File: src/hdl/oms_pkg.sv
// Constants, types and mode decoding for the operating-mode select block.
// Assumes one 50 MHz clock (ref_clk) and a synchronous active-high reset.
// Summary of operation
// - Debug and mode-select pin levels latch into mode bits at reset release.
// - Debug pin high gives normal single chip, expanded narrow or expanded wide.
// - Debug pin low gives special single chip, narrow, peripheral or wide.
// - Debug pin high with select code 1,0 is forced to peripheral mode.
// - Single-chip modes have no external bus; everything stays internal.
// - Single-chip modes hand port A and B pins to general-purpose I/O.
// - Expanded wide modes run ports A and B as 16-bit multiplexed bus.
// - Expanded narrow: A and B carry address, port A alone carries byte data.
// - Narrow word transfers go as two byte cycles, high byte first.
// - Second narrow byte cycle presents the address plus one automatically.
// - Special single chip makes debug monitor active straight out of reset.
// - Normal modes need a debug enable command, then an activate command.
// - Normal modes protect control bits; special modes allow wider writes.
// - Peripheral mode idles the processor; an external master drives the bus.
// - Mode bits report the current mode and allow only limited changes.
// - Expanded and peripheral modes drop port A/B data and direction registers.
// - Port E registers leave the map in peripheral, or expanded with emulate bit.
// - Reads of unimplemented locations are undefined.
// - Software writes never select peripheral or the reserved mode.
`default_nettype none
package oms_pkg;

   // Mode code is {special_mode_bar, select B, select A}
   typedef enum logic [2:0] {
      MODE_SPC_SINGLE = 3'b000,
      MODE_SPC_NARROW = 3'b001,
      MODE_PERIPH     = 3'b010,
      MODE_SPC_WIDE   = 3'b011,
      MODE_NRM_SINGLE = 3'b100,
      MODE_NRM_NARROW = 3'b101,
      MODE_RESERVED   = 3'b110,
      MODE_NRM_WIDE   = 3'b111
   } oms_mode_type;

   typedef enum logic [2:0] {
      BUS_IDLE  = 3'b000,
      BUS_ADDR  = 3'b001,
      BUS_DATA  = 3'b010,
      BUS_ADDR2 = 3'b011,
      BUS_DATA2 = 3'b100
   } oms_bus_state_type;

   // Mode register bit positions
   localparam int MR_SPBAR = 7;
   localparam int MR_SELB  = 6;
   localparam int MR_SELA  = 5;
   localparam int MR_STRCH = 4;
   localparam int MR_VIS   = 3;
   localparam int MR_BSTOP = 2;
   localparam int MR_EMUE  = 0;

   // Data phase length; covers the two-stage pin synchroniser latency
   localparam logic [1:0] BUS_DATA_CYCLES = 2'h3;
   localparam int         PIN_WIDTH       = 19;

   typedef struct packed {
      logic              captured;
      oms_mode_type      mode;
      logic              strch;
      logic              vis;
      logic              bStop;
      logic              emuE;
      logic              anyWrite;
      logic              normalWritten;
      logic              dbgEnabled;
      logic              dbgActive;
      oms_bus_state_type bus;
      logic [1:0]        holdCnt;
      logic [15:0]       addr;
      logic [15:0]       wdata;
      logic [15:0]       rdata;
      logic              wr;
      logic              word;
      logic              busy;
      logic              done;
      logic [7:0]        aOut;
      logic [7:0]        aOe;
      logic [7:0]        bOut;
      logic [7:0]        bOe;
      logic [7:0]        modeRd;
      logic              abInMap;
      logic              eInMap;
      logic              halt;
      logic              protect;
   } oms_state_type;

   localparam oms_state_type STATE_RESET = '0;

   function automatic logic omsIsSpecial(input oms_mode_type m);
      return !m[2];
   endfunction

   function automatic logic omsIsSingle(input oms_mode_type m);
      return m[1:0] == 2'h0;
   endfunction

   function automatic logic omsIsPeriph(input oms_mode_type m);
      return m == MODE_PERIPH;
   endfunction

   function automatic logic omsIsNarrow(input oms_mode_type m);
      return m[1:0] == 2'h1;
   endfunction

   function automatic logic omsIsExpanded(input oms_mode_type m);
      return !omsIsSingle(m) && !omsIsPeriph(m);
   endfunction

endpackage
`default_nettype wire

File: src/hdl/oms_pin_if.sv
// Carrier between the top block and its pin synchroniser.
// Raw pin levels go in, two-stage synchronised copies come back.
`default_nettype none
interface oms_pin_if;
   logic [oms_pkg::PIN_WIDTH-1:0] rawPins;
   logic [oms_pkg::PIN_WIDTH-1:0] syncPins;

   modport sampler (input rawPins, output syncPins);
   modport user    (output rawPins, input syncPins);
endinterface
`default_nettype wire

File: src/hdl/oms_mode_select.sv
// Operating-mode capture, mode register, debug monitor gating, map
// decode and multiplexed external bus sequencing on ports A and B.
// Assumes pins are asynchronous; port registers, debug commands and the
// internal bus request come from logic on ref_clk.
`default_nettype none
module oms_mode_select (
   input  wire logic        ref_clk,
   input  wire logic        srst,
   input  wire logic        debugModePin,
   input  wire logic        modeSelectBPin,
   input  wire logic        modeSelectAPin,
   input  wire logic [7:0]  portAIn,
   input  wire logic [7:0]  portBIn,
   output var  logic [7:0]  portAOut,
   output var  logic [7:0]  portAOe,
   output var  logic [7:0]  portBOut,
   output var  logic [7:0]  portBOe,
   output var  logic [7:0]  portAPinLevel,
   output var  logic [7:0]  portBPinLevel,
   input  wire logic [7:0]  portAData,
   input  wire logic [7:0]  portADirection,
   input  wire logic [7:0]  portBData,
   input  wire logic [7:0]  portBDirection,
   input  wire logic        modeWrEn,
   input  wire logic [7:0]  modeWrData,
   output var  logic [7:0]  modeRdData,
   output var  logic        modeCaptured,
   input  wire logic        busReq,
   input  wire logic        busWrite,
   input  wire logic        busWord,
   input  wire logic [15:0] busAddr,
   input  wire logic [15:0] busWrData,
   output var  logic        busBusy,
   output var  logic        busDone,
   output var  logic [15:0] busRdData,
   input  wire logic        debugEnableCmd,
   input  wire logic        debugActivateCmd,
   input  wire logic        debugExitCmd,
   output var  logic        debugEnabled,
   output var  logic        debugActive,
   output var  logic        cpuHalt,
   output var  logic        writeProtect,
   output var  logic        portAbInMap,
   output var  logic        portEInMap,
   output var  logic        clockStretch,
   output var  logic        internalVisible,
   output var  logic        busStopInWait
);
   import oms_pkg::*;

   oms_pin_if     pinBus ();
   oms_state_type st_r;
   oms_state_type st_nxt;
   oms_mode_type  pinMode;
   oms_mode_type  wrMode;
   logic          syncDbg;
   logic          syncB;
   logic          syncA;
   logic [7:0]    syncPortA;
   logic [7:0]    syncPortB;

   // All asynchronous pins pass the two-stage synchroniser
   assign pinBus.rawPins = {debugModePin, modeSelectBPin, modeSelectAPin, portAIn, portBIn};

   oms_sync u_sync (
      .ref_clk (ref_clk),
      .pins    (pinBus)
   );

   assign {syncDbg, syncB, syncA, syncPortA, syncPortB} = pinBus.syncPins;

   // Pin levels as a mode code; reserved code folds to peripheral
   always_comb begin
      pinMode = oms_mode_type'({syncDbg, syncB, syncA});
      if (pinMode == MODE_RESERVED) begin
         pinMode = MODE_PERIPH;
      end
   end

   // Requested mode from a software write
   assign wrMode = oms_mode_type'({modeWrData[MR_SPBAR], modeWrData[MR_SELB], modeWrData[MR_SELA]});

   // Next-state logic for the whole block
   always_comb begin
      st_nxt = st_r;
      st_nxt.done = 1'b0;

      // Latch the mode on the first edge after reset is released
      if (!st_r.captured) begin
         st_nxt.captured      = 1'b1;
         st_nxt.mode          = pinMode;
         st_nxt.strch         = 1'b1;
         st_nxt.vis           = omsIsSpecial(pinMode);
         st_nxt.bStop         = 1'b0;
         st_nxt.emuE          = omsIsSpecial(pinMode);
         st_nxt.anyWrite      = 1'b0;
         st_nxt.normalWritten = 1'b0;
         st_nxt.dbgEnabled    = (pinMode == MODE_SPC_SINGLE);
         st_nxt.dbgActive     = (pinMode == MODE_SPC_SINGLE);
      end else begin
         // Mode register write; absent in peripheral mode, so the mode
         // can only change there through reset
         if (modeWrEn && !omsIsPeriph(st_r.mode)) begin
            st_nxt.anyWrite = 1'b1;
            if (omsIsSpecial(st_r.mode)) begin
               // Special modes: first write ignored for most bits
               st_nxt.strch = modeWrData[MR_STRCH];
               if (st_r.anyWrite) begin
                  if (wrMode != MODE_PERIPH && wrMode != MODE_RESERVED) begin
                     st_nxt.mode = wrMode;
                  end
                  st_nxt.vis  = modeWrData[MR_VIS];
                  st_nxt.emuE = modeWrData[MR_EMUE];
               end
            end else begin
               // Normal modes: bus-stop bit anytime, the rest once
               st_nxt.bStop = modeWrData[MR_BSTOP];
               if (!st_r.normalWritten) begin
                  st_nxt.normalWritten = 1'b1;
                  if (wrMode == MODE_NRM_SINGLE || wrMode == MODE_NRM_NARROW ||
                      wrMode == MODE_NRM_WIDE) begin
                     st_nxt.mode = wrMode;
                  end
                  st_nxt.strch = modeWrData[MR_STRCH];
                  st_nxt.vis   = modeWrData[MR_VIS];
                  st_nxt.emuE  = modeWrData[MR_EMUE];
               end
            end
         end

         // Debug monitor: enable first, then activate; never in peripheral
         if (!omsIsPeriph(st_r.mode)) begin
            if (debugEnableCmd) begin
               st_nxt.dbgEnabled = 1'b1;
            end
            if (debugActivateCmd && st_r.dbgEnabled) begin
               st_nxt.dbgActive = 1'b1;
            end
            if (debugExitCmd) begin
               st_nxt.dbgActive = 1'b0;
            end
         end
      end

      // Stretch control must stay set while an external bus exists
      if (omsIsExpanded(st_nxt.mode)) begin
         st_nxt.strch = 1'b1;
      end

      // External bus sequencer
      unique case (st_r.bus)
         BUS_IDLE: begin
            // Requests only taken in expanded modes
            if (st_r.captured && busReq && omsIsExpanded(st_r.mode)) begin
               st_nxt.bus   = BUS_ADDR;
               st_nxt.addr  = busAddr;
               st_nxt.wdata = busWrData;
               st_nxt.wr    = busWrite;
               st_nxt.word  = busWord;
               st_nxt.busy  = 1'b1;
            end
         end
         BUS_ADDR, BUS_ADDR2: begin
            st_nxt.bus     = (st_r.bus == BUS_ADDR) ? BUS_DATA : BUS_DATA2;
            st_nxt.holdCnt = 2'h0;
         end
         BUS_DATA: begin
            st_nxt.holdCnt = st_r.holdCnt + 2'h1;
            if (st_r.holdCnt == BUS_DATA_CYCLES - 2'h1) begin
               if (!st_r.wr) begin
                  if (omsIsNarrow(st_r.mode)) begin
                     // Narrow: high byte of a word first, on port A
                     if (st_r.word) begin
                        st_nxt.rdata[15:8] = syncPortA;
                     end else begin
                        st_nxt.rdata = {8'h00, syncPortA};
                     end
                  end else if (st_r.word) begin
                     st_nxt.rdata = {syncPortA, syncPortB};
                  end else begin
                     st_nxt.rdata = {8'h00, st_r.addr[0] ? syncPortB : syncPortA};
                  end
               end
               if (omsIsNarrow(st_r.mode) && st_r.word) begin
                  st_nxt.bus  = BUS_ADDR2;
                  st_nxt.addr = st_r.addr + 16'h0001;
               end else begin
                  st_nxt.bus  = BUS_IDLE;
                  st_nxt.busy = 1'b0;
                  st_nxt.done = 1'b1;
               end
            end
         end
         BUS_DATA2: begin
            st_nxt.holdCnt = st_r.holdCnt + 2'h1;
            if (st_r.holdCnt == BUS_DATA_CYCLES - 2'h1) begin
               if (!st_r.wr) begin
                  st_nxt.rdata[7:0] = syncPortA;
               end
               st_nxt.bus  = BUS_IDLE;
               st_nxt.busy = 1'b0;
               st_nxt.done = 1'b1;
            end
         end
         default: begin
            st_nxt.bus  = BUS_IDLE;
            st_nxt.busy = 1'b0;
         end
      endcase

      // Pin drive, computed from the next state so the pins are flops
      st_nxt.aOut = 8'h00;
      st_nxt.bOut = 8'h00;
      st_nxt.aOe  = 8'h00;
      st_nxt.bOe  = 8'h00;
      if (!st_nxt.captured) begin
         st_nxt.aOe = 8'h00;
      end else if (omsIsSingle(st_nxt.mode)) begin
         // Ports are plain I/O; no bus pins exist here
         st_nxt.aOut = portAData;
         st_nxt.aOe  = portADirection;
         st_nxt.bOut = portBData;
         st_nxt.bOe  = portBDirection;
      end else if (omsIsPeriph(st_nxt.mode)) begin
         // External master owns the bus; stay off the pins
         st_nxt.aOe = 8'h00;
      end else if (st_nxt.bus == BUS_ADDR || st_nxt.bus == BUS_ADDR2) begin
         st_nxt.aOut = st_nxt.addr[15:8];
         st_nxt.bOut = st_nxt.addr[7:0];
         st_nxt.aOe  = 8'hFF;
         st_nxt.bOe  = 8'hFF;
      end else if (st_nxt.bus == BUS_DATA || st_nxt.bus == BUS_DATA2) begin
         if (omsIsNarrow(st_nxt.mode)) begin
            // Port B keeps the low address; port A carries the byte
            st_nxt.bOut = st_nxt.addr[7:0];
            st_nxt.bOe  = 8'hFF;
            if (st_nxt.word && st_nxt.bus == BUS_DATA) begin
               st_nxt.aOut = st_nxt.wdata[15:8];
            end else begin
               st_nxt.aOut = st_nxt.wdata[7:0];
            end
            st_nxt.aOe = {8{st_nxt.wr}};
         end else if (st_nxt.word) begin
            st_nxt.aOut = st_nxt.wdata[15:8];
            st_nxt.bOut = st_nxt.wdata[7:0];
            st_nxt.aOe  = {8{st_nxt.wr}};
            st_nxt.bOe  = {8{st_nxt.wr}};
         end else begin
            // Wide byte access uses the lane chosen by address bit 0
            st_nxt.aOut = st_nxt.wdata[7:0];
            st_nxt.bOut = st_nxt.wdata[7:0];
            st_nxt.aOe  = {8{st_nxt.wr && !st_nxt.addr[0]}};
            st_nxt.bOe  = {8{st_nxt.wr && st_nxt.addr[0]}};
         end
      end

      // Register readback and map decode
      st_nxt.modeRd = 8'h00;
      st_nxt.modeRd[MR_SPBAR] = st_nxt.mode[2];
      st_nxt.modeRd[MR_SELB]  = st_nxt.mode[1];
      st_nxt.modeRd[MR_SELA]  = st_nxt.mode[0];
      st_nxt.modeRd[MR_STRCH] = st_nxt.strch;
      st_nxt.modeRd[MR_VIS]   = st_nxt.vis;
      st_nxt.modeRd[MR_BSTOP] = st_nxt.bStop;
      st_nxt.modeRd[MR_EMUE]  = st_nxt.emuE;
      st_nxt.abInMap = st_nxt.captured && omsIsSingle(st_nxt.mode);
      st_nxt.eInMap  = st_nxt.captured && (omsIsSingle(st_nxt.mode) ||
                       (omsIsExpanded(st_nxt.mode) && !st_nxt.emuE));
      st_nxt.halt    = st_nxt.captured && omsIsPeriph(st_nxt.mode);
      st_nxt.protect = st_nxt.captured && !omsIsSpecial(st_nxt.mode);
   end

   // Single state register; reset holds mode capture pending
   always_ff @(posedge ref_clk) begin
      if (srst) begin
         st_r <= STATE_RESET;
      end else begin
         st_r <= st_nxt;
      end
   end

   // Outputs straight from the state register and synchroniser flops
   assign portAOut        = st_r.aOut;
   assign portAOe         = st_r.aOe;
   assign portBOut        = st_r.bOut;
   assign portBOe         = st_r.bOe;
   assign portAPinLevel   = syncPortA;
   assign portBPinLevel   = syncPortB;
   assign modeRdData      = st_r.modeRd;
   assign modeCaptured    = st_r.captured;
   assign busBusy         = st_r.busy;
   assign busDone         = st_r.done;
   assign busRdData       = st_r.rdata;
   assign debugEnabled    = st_r.dbgEnabled;
   assign debugActive     = st_r.dbgActive;
   assign cpuHalt         = st_r.halt;
   assign writeProtect    = st_r.protect;
   assign portAbInMap     = st_r.abInMap;
   assign portEInMap      = st_r.eInMap;
   assign clockStretch    = st_r.strch;
   assign internalVisible = st_r.vis;
   assign busStopInWait   = st_r.bStop;
endmodule
`default_nettype wire

File: src/hdl/oms_sync.sv
// Two flip-flop synchroniser for every asynchronous pin of the block.
// Assumes the pins may change at any time relative to ref_clk.
`default_nettype none
module oms_sync (
   input wire logic         ref_clk,
   oms_pin_if.sampler       pins
);
   import oms_pkg::*;

   typedef struct packed {
      logic [PIN_WIDTH-1:0] stage1;
      logic [PIN_WIDTH-1:0] stage2;
   } oms_sync_state_type;

   oms_sync_state_type syncState_r;
   oms_sync_state_type syncState_nxt;

   // No reset: mode pins must be sampled while reset is still held
   always_comb begin
      syncState_nxt.stage1 = pins.rawPins;
      syncState_nxt.stage2 = syncState_r.stage1;
   end

   always_ff @(posedge ref_clk) begin
      syncState_r <= syncState_nxt;
   end

   assign pins.syncPins = syncState_r.stage2;
endmodule
`default_nettype wire

File: config.mk
export PLATFORM = sky130hd
export DESIGN_NAME = oms_mode_select
export DESIGN_NICKNAME = d
export VERILOG_FILES = /design/src/hdl/oms_pkg.sv /design/src/hdl/oms_pin_if.sv /design/src/hdl/oms_mode_select.sv /design/src/hdl/oms_sync.sv
export SDC_FILE = /design/constraint.sdc
export NUM_CORES = 1
export LEC_CHECK = 0
export ABC_AREA = 1
export BUFFER_PORTS_ARGS = -buffer_cell sky130_fd_sc_hd__buf_2
export CORE_ASPECT_RATIO = 1.75
export CORE_MARGIN = 10
export CORE_UTILIZATION = 45
export DETAILED_ROUTE_END_ITERATION = 10
export GPL_TIMING_DRIVEN = 0
export HOLD_SLACK_MARGIN = 0.08
export PLACE_DENSITY = 0.71
export SETUP_SLACK_MARGIN = 0.1
export SLEW_MARGIN = 0
export SYNTH_ARGS = -nofsm -noshare
export SYNTH_HDL_FRONTEND = slang
export SYNTH_SLANG_ARGS = --single-unit
File: constraint.sdc
create_clock -name ref_clk -period 2.5 [get_ports ref_clk]
set_input_delay 0 -clock ref_clk [delete_from_list [all_inputs] [get_ports ref_clk]]
set_output_delay 0 -clock ref_clk [all_outputs]
set_load 0.02 [all_outputs]
## Yosys cells after proc, flatten, opt, wreduce, memory -nomap -nowiden

Index checks and enable logic that the tools add are counted.

- Bits of input ports: 100
- Output and inout bits: 84
- Word-level logic and storage cells: 164
- Register bits: 151

- Bitwise operators: 3
- Reduce and logical (&&, ||, !) cells: 39
- Equality and inequality tests: 29
- Muxes and demuxes: 59
- Add/subtract/negate cells: 2

Operator list:

| cell | count |
|---|---|
| 2-to-1 mux 32 bit | 6 |
| 2-to-1 mux 16 bit | 8 |
| 2-to-1 mux 113 bit | 1 |
| 2-to-1 mux 8 bit | 9 |
| one-hot mux 16 bit (2 select lines) | 1 |
| 2-to-1 mux 3 bit | 9 |
| == test 3 x 2 -> 1 bit, second input constant | 6 |
| == test 3 bit, second input constant | 6 |
| adder 16 x 1 -> 16 bit, second input constant | 1 |
| inequality test 2 bit, second input constant | 8 |
| one-hot mux 8 bit (2 select lines) | 1 |
| logical AND 1 bit | 12 |
| 2-to-1 mux 2 bit | 6 |
| one-hot mux 3 bit (4 select lines) | 1 |
| 2-to-1 mux 11 bit | 1 |
| 2-to-1 mux 1 bit | 10 |
| 2-to-1 mux 5 bit | 2 |
| 2-to-1 mux 9 bit | 1 |
| logical NOT 1 bit | 7 |
| == test 3 x 1 -> 1 bit, second input constant | 2 |
| logical NOT 3 bit | 2 |
| inequality test 3 x 2 -> 1 bit, second input constant | 2 |
| inequality test 3 bit, second input constant | 2 |
| AND reduction 2 bit | 3 |
| other kinds (14) | 25 |

## Depth between registers and ports, before layout

- Depth in word-level cells: 15
- Depth in mapped cells: 16
- Mapped depth without buffers: 16

## Hierarchy

A second synthesis with hierarchy kept.

- Cell total of the unflattened synthesis: 819
- Area, all modules: 6,319.8 µm²

Modules (own cells, without submodules):

| module | area an instance (µm²) | cells an instance | instances |
|---|---|---|---|
| oms_mode_select | 5,559.1 | 781 | 1 |
| oms_sync | 760.7 | 38 | 1 |

## Worst setup path before layout

No wires, ideal clock.

- Kind: reg2reg
- Start: register st_r (netlist bit modeCaptured)
- End: register st_r (netlist bit portAOut[4])
- Required time: 2.386 ns
- Cell stages (with the launch flop): 13
- Arrival: 1.767 ns
- Slack: 0.619 ns
- Clock period less this slack: 1.881 ns
- Library setup time: 0.114 ns
- Cell sequence: dfxtp_1 buf_4 nand2_1 nor2_2 nand3_4 buf_2 or2_0 o21ai_1 nand2_1 o21ai_0 nand3_1 nand4_1 nand2_1

- Longest elaborated chain between the ends: 12
- Elaborated cells between the ends (all ways): 27

RTL lines:

| element | line | source |
|---|---|---|
| start, declared | oms_mode_select.sv:52 | `oms_state_type st_r;` |
| start signal, assigned | oms_mode_select.sv:278 | `st_r <= st_nxt;` |
| logical AND 1 bit (2 in a row) | oms_mode_select.sv:154 | `if (st_r.captured && busReq && omsIsExpanded(st_r.mode)) begin` |
| 2-to-1 mux 3 bit | oms_mode_select.sv:154 |  |
| one-hot mux 3 bit (4 select lines) | oms_mode_select.sv:151 | `unique case (st_r.bus)` |
| == test 3 x 2 -> 1 bit | oms_mode_select.sv:232, oms_mode_select.sv:237 |  |
| logical AND 1 bit | oms_mode_select.sv:237 | `if (st_nxt.word && st_nxt.bus == BUS_DATA) begin` |
| 2-to-1 mux 8 bit | oms_mode_select.sv:237 |  |
| 2-to-1 mux 32 bit | oms_mode_select.sv:233 | `if (omsIsNarrow(st_nxt.mode)) begin` |
| 2-to-1 mux 32 bit | oms_mode_select.sv:232 | `end else if (st_nxt.bus == BUS_DATA \|\| st_nxt.bus == BUS_DATA2) begin` |
| 2-to-1 mux 32 bit | oms_mode_select.sv:227 | `end else if (st_nxt.bus == BUS_ADDR \|\| st_nxt.bus == BUS_ADDR2) begin` |
| 2-to-1 mux 8 bit | oms_mode_select.sv:224 | `end else if (omsIsPeriph(st_nxt.mode)) begin` |
| 2-to-1 mux 32 bit * | oms_mode_select.sv:218 | `end else if (omsIsSingle(st_nxt.mode)) begin` |

Every way passes the cells marked *; elsewhere a longest branch is shown, timed or not. The select of a mux whose other input is x is not followed.
A chain may end at the register's enable or synchronous reset.

## Worst setup path after layout

- Start: register st_r[109] (netlist name)
- End: register st_r (netlist bit portAOut[7])

- Longest elaborated chain between the ends: 14
- Elaborated cells between the ends (all ways): 44

RTL lines:

| element | line | source |
|---|---|---|
| == test 3 x 2 -> 1 bit / logical NOT 2 bit (equally long branches) | oms_pkg.sv:101, oms_pkg.sv:97 |  |
| logical NOT 1 bit, on equally long branches | oms_pkg.sv:109, oms_mode_select.sv:103 |  |
| logical AND 1 bit | oms_pkg.sv:109 | `return !omsIsSingle(m) && !omsIsPeriph(m);` |
| logical AND 1 bit | oms_mode_select.sv:154 |  |
| 2-to-1 mux 3 bit | oms_mode_select.sv:154 |  |
| one-hot mux 3 bit (4 select lines) | oms_mode_select.sv:151 |  |
| == test 3 x 2 -> 1 bit | oms_mode_select.sv:232, oms_mode_select.sv:237 |  |
| logical AND 1 bit | oms_mode_select.sv:237 |  |
| 2-to-1 mux 8 bit | oms_mode_select.sv:237 |  |
| 2-to-1 mux 32 bit | oms_mode_select.sv:233 |  |
| 2-to-1 mux 32 bit | oms_mode_select.sv:232 |  |
| 2-to-1 mux 32 bit | oms_mode_select.sv:227 |  |
| 2-to-1 mux 8 bit | oms_mode_select.sv:224 |  |
| 2-to-1 mux 32 bit * | oms_mode_select.sv:218 |  |

Marked as above.

==> summary.txt <==
Logic synthesis
  • Post-synth EDFFs: 0
  • Synth area leaders: dfxtp_1, nand2_1, buf_4, nand3_1, o21ai_0
  • Syn Nets: 945
  • Ys async rst share: 0%
  • Top cell type's share of synthesized area: 44.5%
  • Cell taking the most area after synthesis: dfxtp_1
  • Synth Instances: 843
  • FF+latch count, synth: 142
  • Post-Syn Area: 6390 µm²
  • Sequential area share after synthesis: roughly 44%
  • Warning count from the yosys run: 0
  • Unique masters post-synth: 49
  • Syn Area/Cell: 7.58 µm²
  • Main flop type after synthesis: dfxtp_1

Worst setup path
  • Crit path max fanout: 5
  • Critical path required time: 2810 ps
  • Worst EP arrival: 2580 ps
  • Critical-path cell list: inv_2 -> nor2_4 -> nand3_1 -> nor2_1 -> nand3_1 -> nor2_1 -> o21ai_0 -> nand2_1 -> nand3_1 -> nand2_1 -> nor2_1 -> nand2_1 -> nand2_1
  • Peak per-stage delay on the critical path: 440 ps
  • Setup slack, reg-to-reg: 230 ps
  • CP max stage cell: dfxtp_1
  • Most used cell, CP: nand2_1
  • Kind of critical path: reg2reg
  • Worst setup EP type: flip-flop
  • CP bufs+invs: 1
  • Critical path's top delay family: simple AND/OR/NAND/NOR gates
  • Crit path launch type: flip-flop

Power and ir drop
  • Pwr/cell area: around 650 nW/µm²
  • Switch Pwr: 1.69 mW
  • Sw frac: 28.8%
  • VDD IR max: between 0.4 and 0.5 mV
  • Sequential cell fraction of total power: 41.3%
  • P_leak: 4.55 nW
  • Combinational share of power: 15.5%
  • Clock network power share: 43.2%
  • Cell Int Power: 4.19 mW

Detailed routing
  • Routed WL: 21.2 mm
  • DR iter-0 viols: 312
  • Vias post-DR: 6,436
  • Drt wl/cell: 16.0 µm
  • # DRC: 0
  • TritonRoute pass-1 iters: 4
  • Post-route ant nets: 0
  • Vias per inst: 4.85

STA
  • Final setup vio count: 0
  • RSZ-0062 raised after global routing: no
  • Setup TNS: 0 ps
  • Max-slew headroom: 59.2%
  • Period utilization: 90.9%
  • Clock Skews: 11.3 ps
  • Worst slew pin tran: 606 ps
  • Crit path time final: ~2300 ps
  • Final Max Tran Viols: 0
  • Hold Slack: 105 ps
  • Final Hold Viols: 0
  • Fmax: 440 MHz

Clocking
  • CTS tree: built
  • Clock buffer depth: 2
  • Postcts setup bufs: 0
  • Worst skew pair latency: 420 ps
  • Clk sinks: between 100 and 150
  • TritonCTS Buffers: 17
  • Clk root buf: clkbuf_16
  • H-tree depth: 4
  • Worst-path clk slew: 70 ps

Placed design
  • DP HPWL: around 15 mm
  • Port Buffers: 181
  • Routability Congestion: just over 0.9
  • Placed inst area: 7520 µm²

Flow run
  • Total of max-cap violations: 0

Cells and area
  • Number of fill cells: 1,235
  • Area delta synth->final: 41.8%
  • Design Area, Final: 9060 µm²
  • Layout cells sized above 1: roughly 30%
  • Diode count: 0
  • Nets: 1,238

Floorplan
  • Chip Height: around 180 µm
  • Ports: approximately 180
  • Die width: between 100 and 150 µm
  • Starting density of the core: 46.0%
  • Die ar.: 19,600 µm²
  • # rows: 57
  • Total core area: 13,900 µm²

Global routing
  • Initial antenna violation count: 0
  • Total GRT Usage: 21.5%
  • Largest net degree at the start of global routing: 17
  • First-pass GRT wire length: ~33 mm
  • Number of global-route vias before repair: about 6,700
  • Total congestion overflow: 0

Status
  • Status: complete, no violations

Worst hold path
  • Hold/Removal Path Class: in2reg
## kinds of logic (layout without fill, tap and decap cells)
family / after synthesis / after routing / share of synthesized area (%)
simple gates: 371 / 371 / 26.2
buf+inv: 173 / 479 / 15.1
compound gates: 151 / 151 / 13.3
flops: 142 / 142 / 44.5
mux: 3 / 3 / 0.470
fa+ha+maj: 2 / 2 / 0.391
other cells: 1 / 1 / 0.0587
## cell type report
type / count / area (µm²) / share of cell area [%]
Sequential cell: 142 / 2850 / 31.4
Clock buffer: 17 / 425 / 4.69
Timing Repair Buffer: 274 / 1840 / 20.3
Multi-Input combinational cell: 528 / 2600 / 28.7
Inverter: 78 / 304 / 3.35
Tap cell: 177 / 221 / 2.44
Buffer: 95 / 667 / 7.36
Clock inverter: 15 / 161 / 1.78
## placed cells by master, fill, tap and decap left out, drive strengths merged, types with 2 or more instances in the layout
master,netlist,final
o21ai,71,71
ha,2,2
clkbuf,9,26
o21bai,5,5
nand2,204,204
or2,11,11
dfxtp,142,142
a21oi,51,51
o22ai,2,2
mux2i,3,3
a221oi,2,2
a31oi,2,2
nand4,8,8
clkinv,1,3
nor2,78,78
a22oi,4,4
o211ai,2,2
o21a,4,4
inv,77,87
nor3,9,9
nand3,59,59
clkinvlp,0,2
a211oi,2,2
buf,86,267
dlygate4sd3,0,93
## power by group through the flow
stage | clock network [mW] | registers, mW | logic, mW
final | 2.54 | 2.43 | 0.912
after global routing | 2.66 | 2.44 | 0.998
after CTS | 2.58 | 2.43 | 0.902
after detailed placement | 0 | 2.48 | 0.782
after global placement | 0 | 2.48 | 0.775
after floorplan | 0 | 2.48 | 0.492
## per-layer routing
layer  track usage (%)  wire length (µm)  up-vias
li1                  -                 -     3248
met1              20.4              7260     2916
met2              40.1             11400      221
met3              5.27              1580       51
met5                 0                 0        -
met4              11.9               958        0
## what timing repair did
| item | CTS | global route |
|---|---|---|
| hold buffers | 93 | 0 |
| endpoints found under the setup margin | 1 | 32 |
| hold endpoints to repair | 89 | 0 |
| cloned | 0 | 0 |
| gates resized for setup | 1 | 8 |
## sequential cells by signal, summed over array words and instances, names as in the netlist, 3 cells and up, named ones only
signal                count
busRdData                16
modeRdData                3
portAOe                   8
portAOut                  8
portBOe                   8
portBOut                  8
st_r                     44
u_sync.pins.syncPins     19
u_sync.syncState_nxt     19
## synth_stat cells (3+ instances only)
cell type    n
or2_2        3
buf_2        8
dfxtp_1    142
o21bai_1     5
or2_0        6
inv_1       67
nor2_1      69
nand2_2      6
nor2_2       8
nand4_1      8
o21ai_1     14
o21ai_0     54
nand2_4      5
a22oi_1      4
buf_4       76
o21ai_2      3
o21a_1       4
nor3_1       7
inv_2        8
clkbuf_1     9
a21oi_1     49
nand2_1    192
nand3_1     55
mux2i_1      3
## worst register-to-register path: cells and delay by family (launching register included)
kind | cells | cell delay (ps)
AND/OR/NAND/NOR | 11 | 1490
flip-flops | 1 | 440
AO/OA/AOI/OAI | 1 | 130
buffers and inverters | 1 | 120
## per-stage QoR
stage | util [%] | power [mW] | instances | setup slack, ps
6_report | 65.2 | 5.88 | 1326 | 227
4_1_cts | 65.0 | 5.90 | 1326 | 113
3_5_place_dp | 54.1 | 3.26 | 1201 | 109
2_1_floorplan | - | 2.97 | 843 | 619
5_1_grt | 65.2 | 6.10 | 1326 | 109
3_3_place_gp | 54.1 | 3.25 | 1201 | 99.4
## final timing paths
kind,start,end,depth (start not counted)
hold / removal,busWrData[3],st_r[67],4
setup / recovery,st_r[109],portAOut[7],13
hold reg to reg,u_sync.syncState_nxt[9],u_sync.pins.syncPins[9],0
setup reg to reg,st_r[109],portAOut[7],13
(Power assumes the default switching activity.)
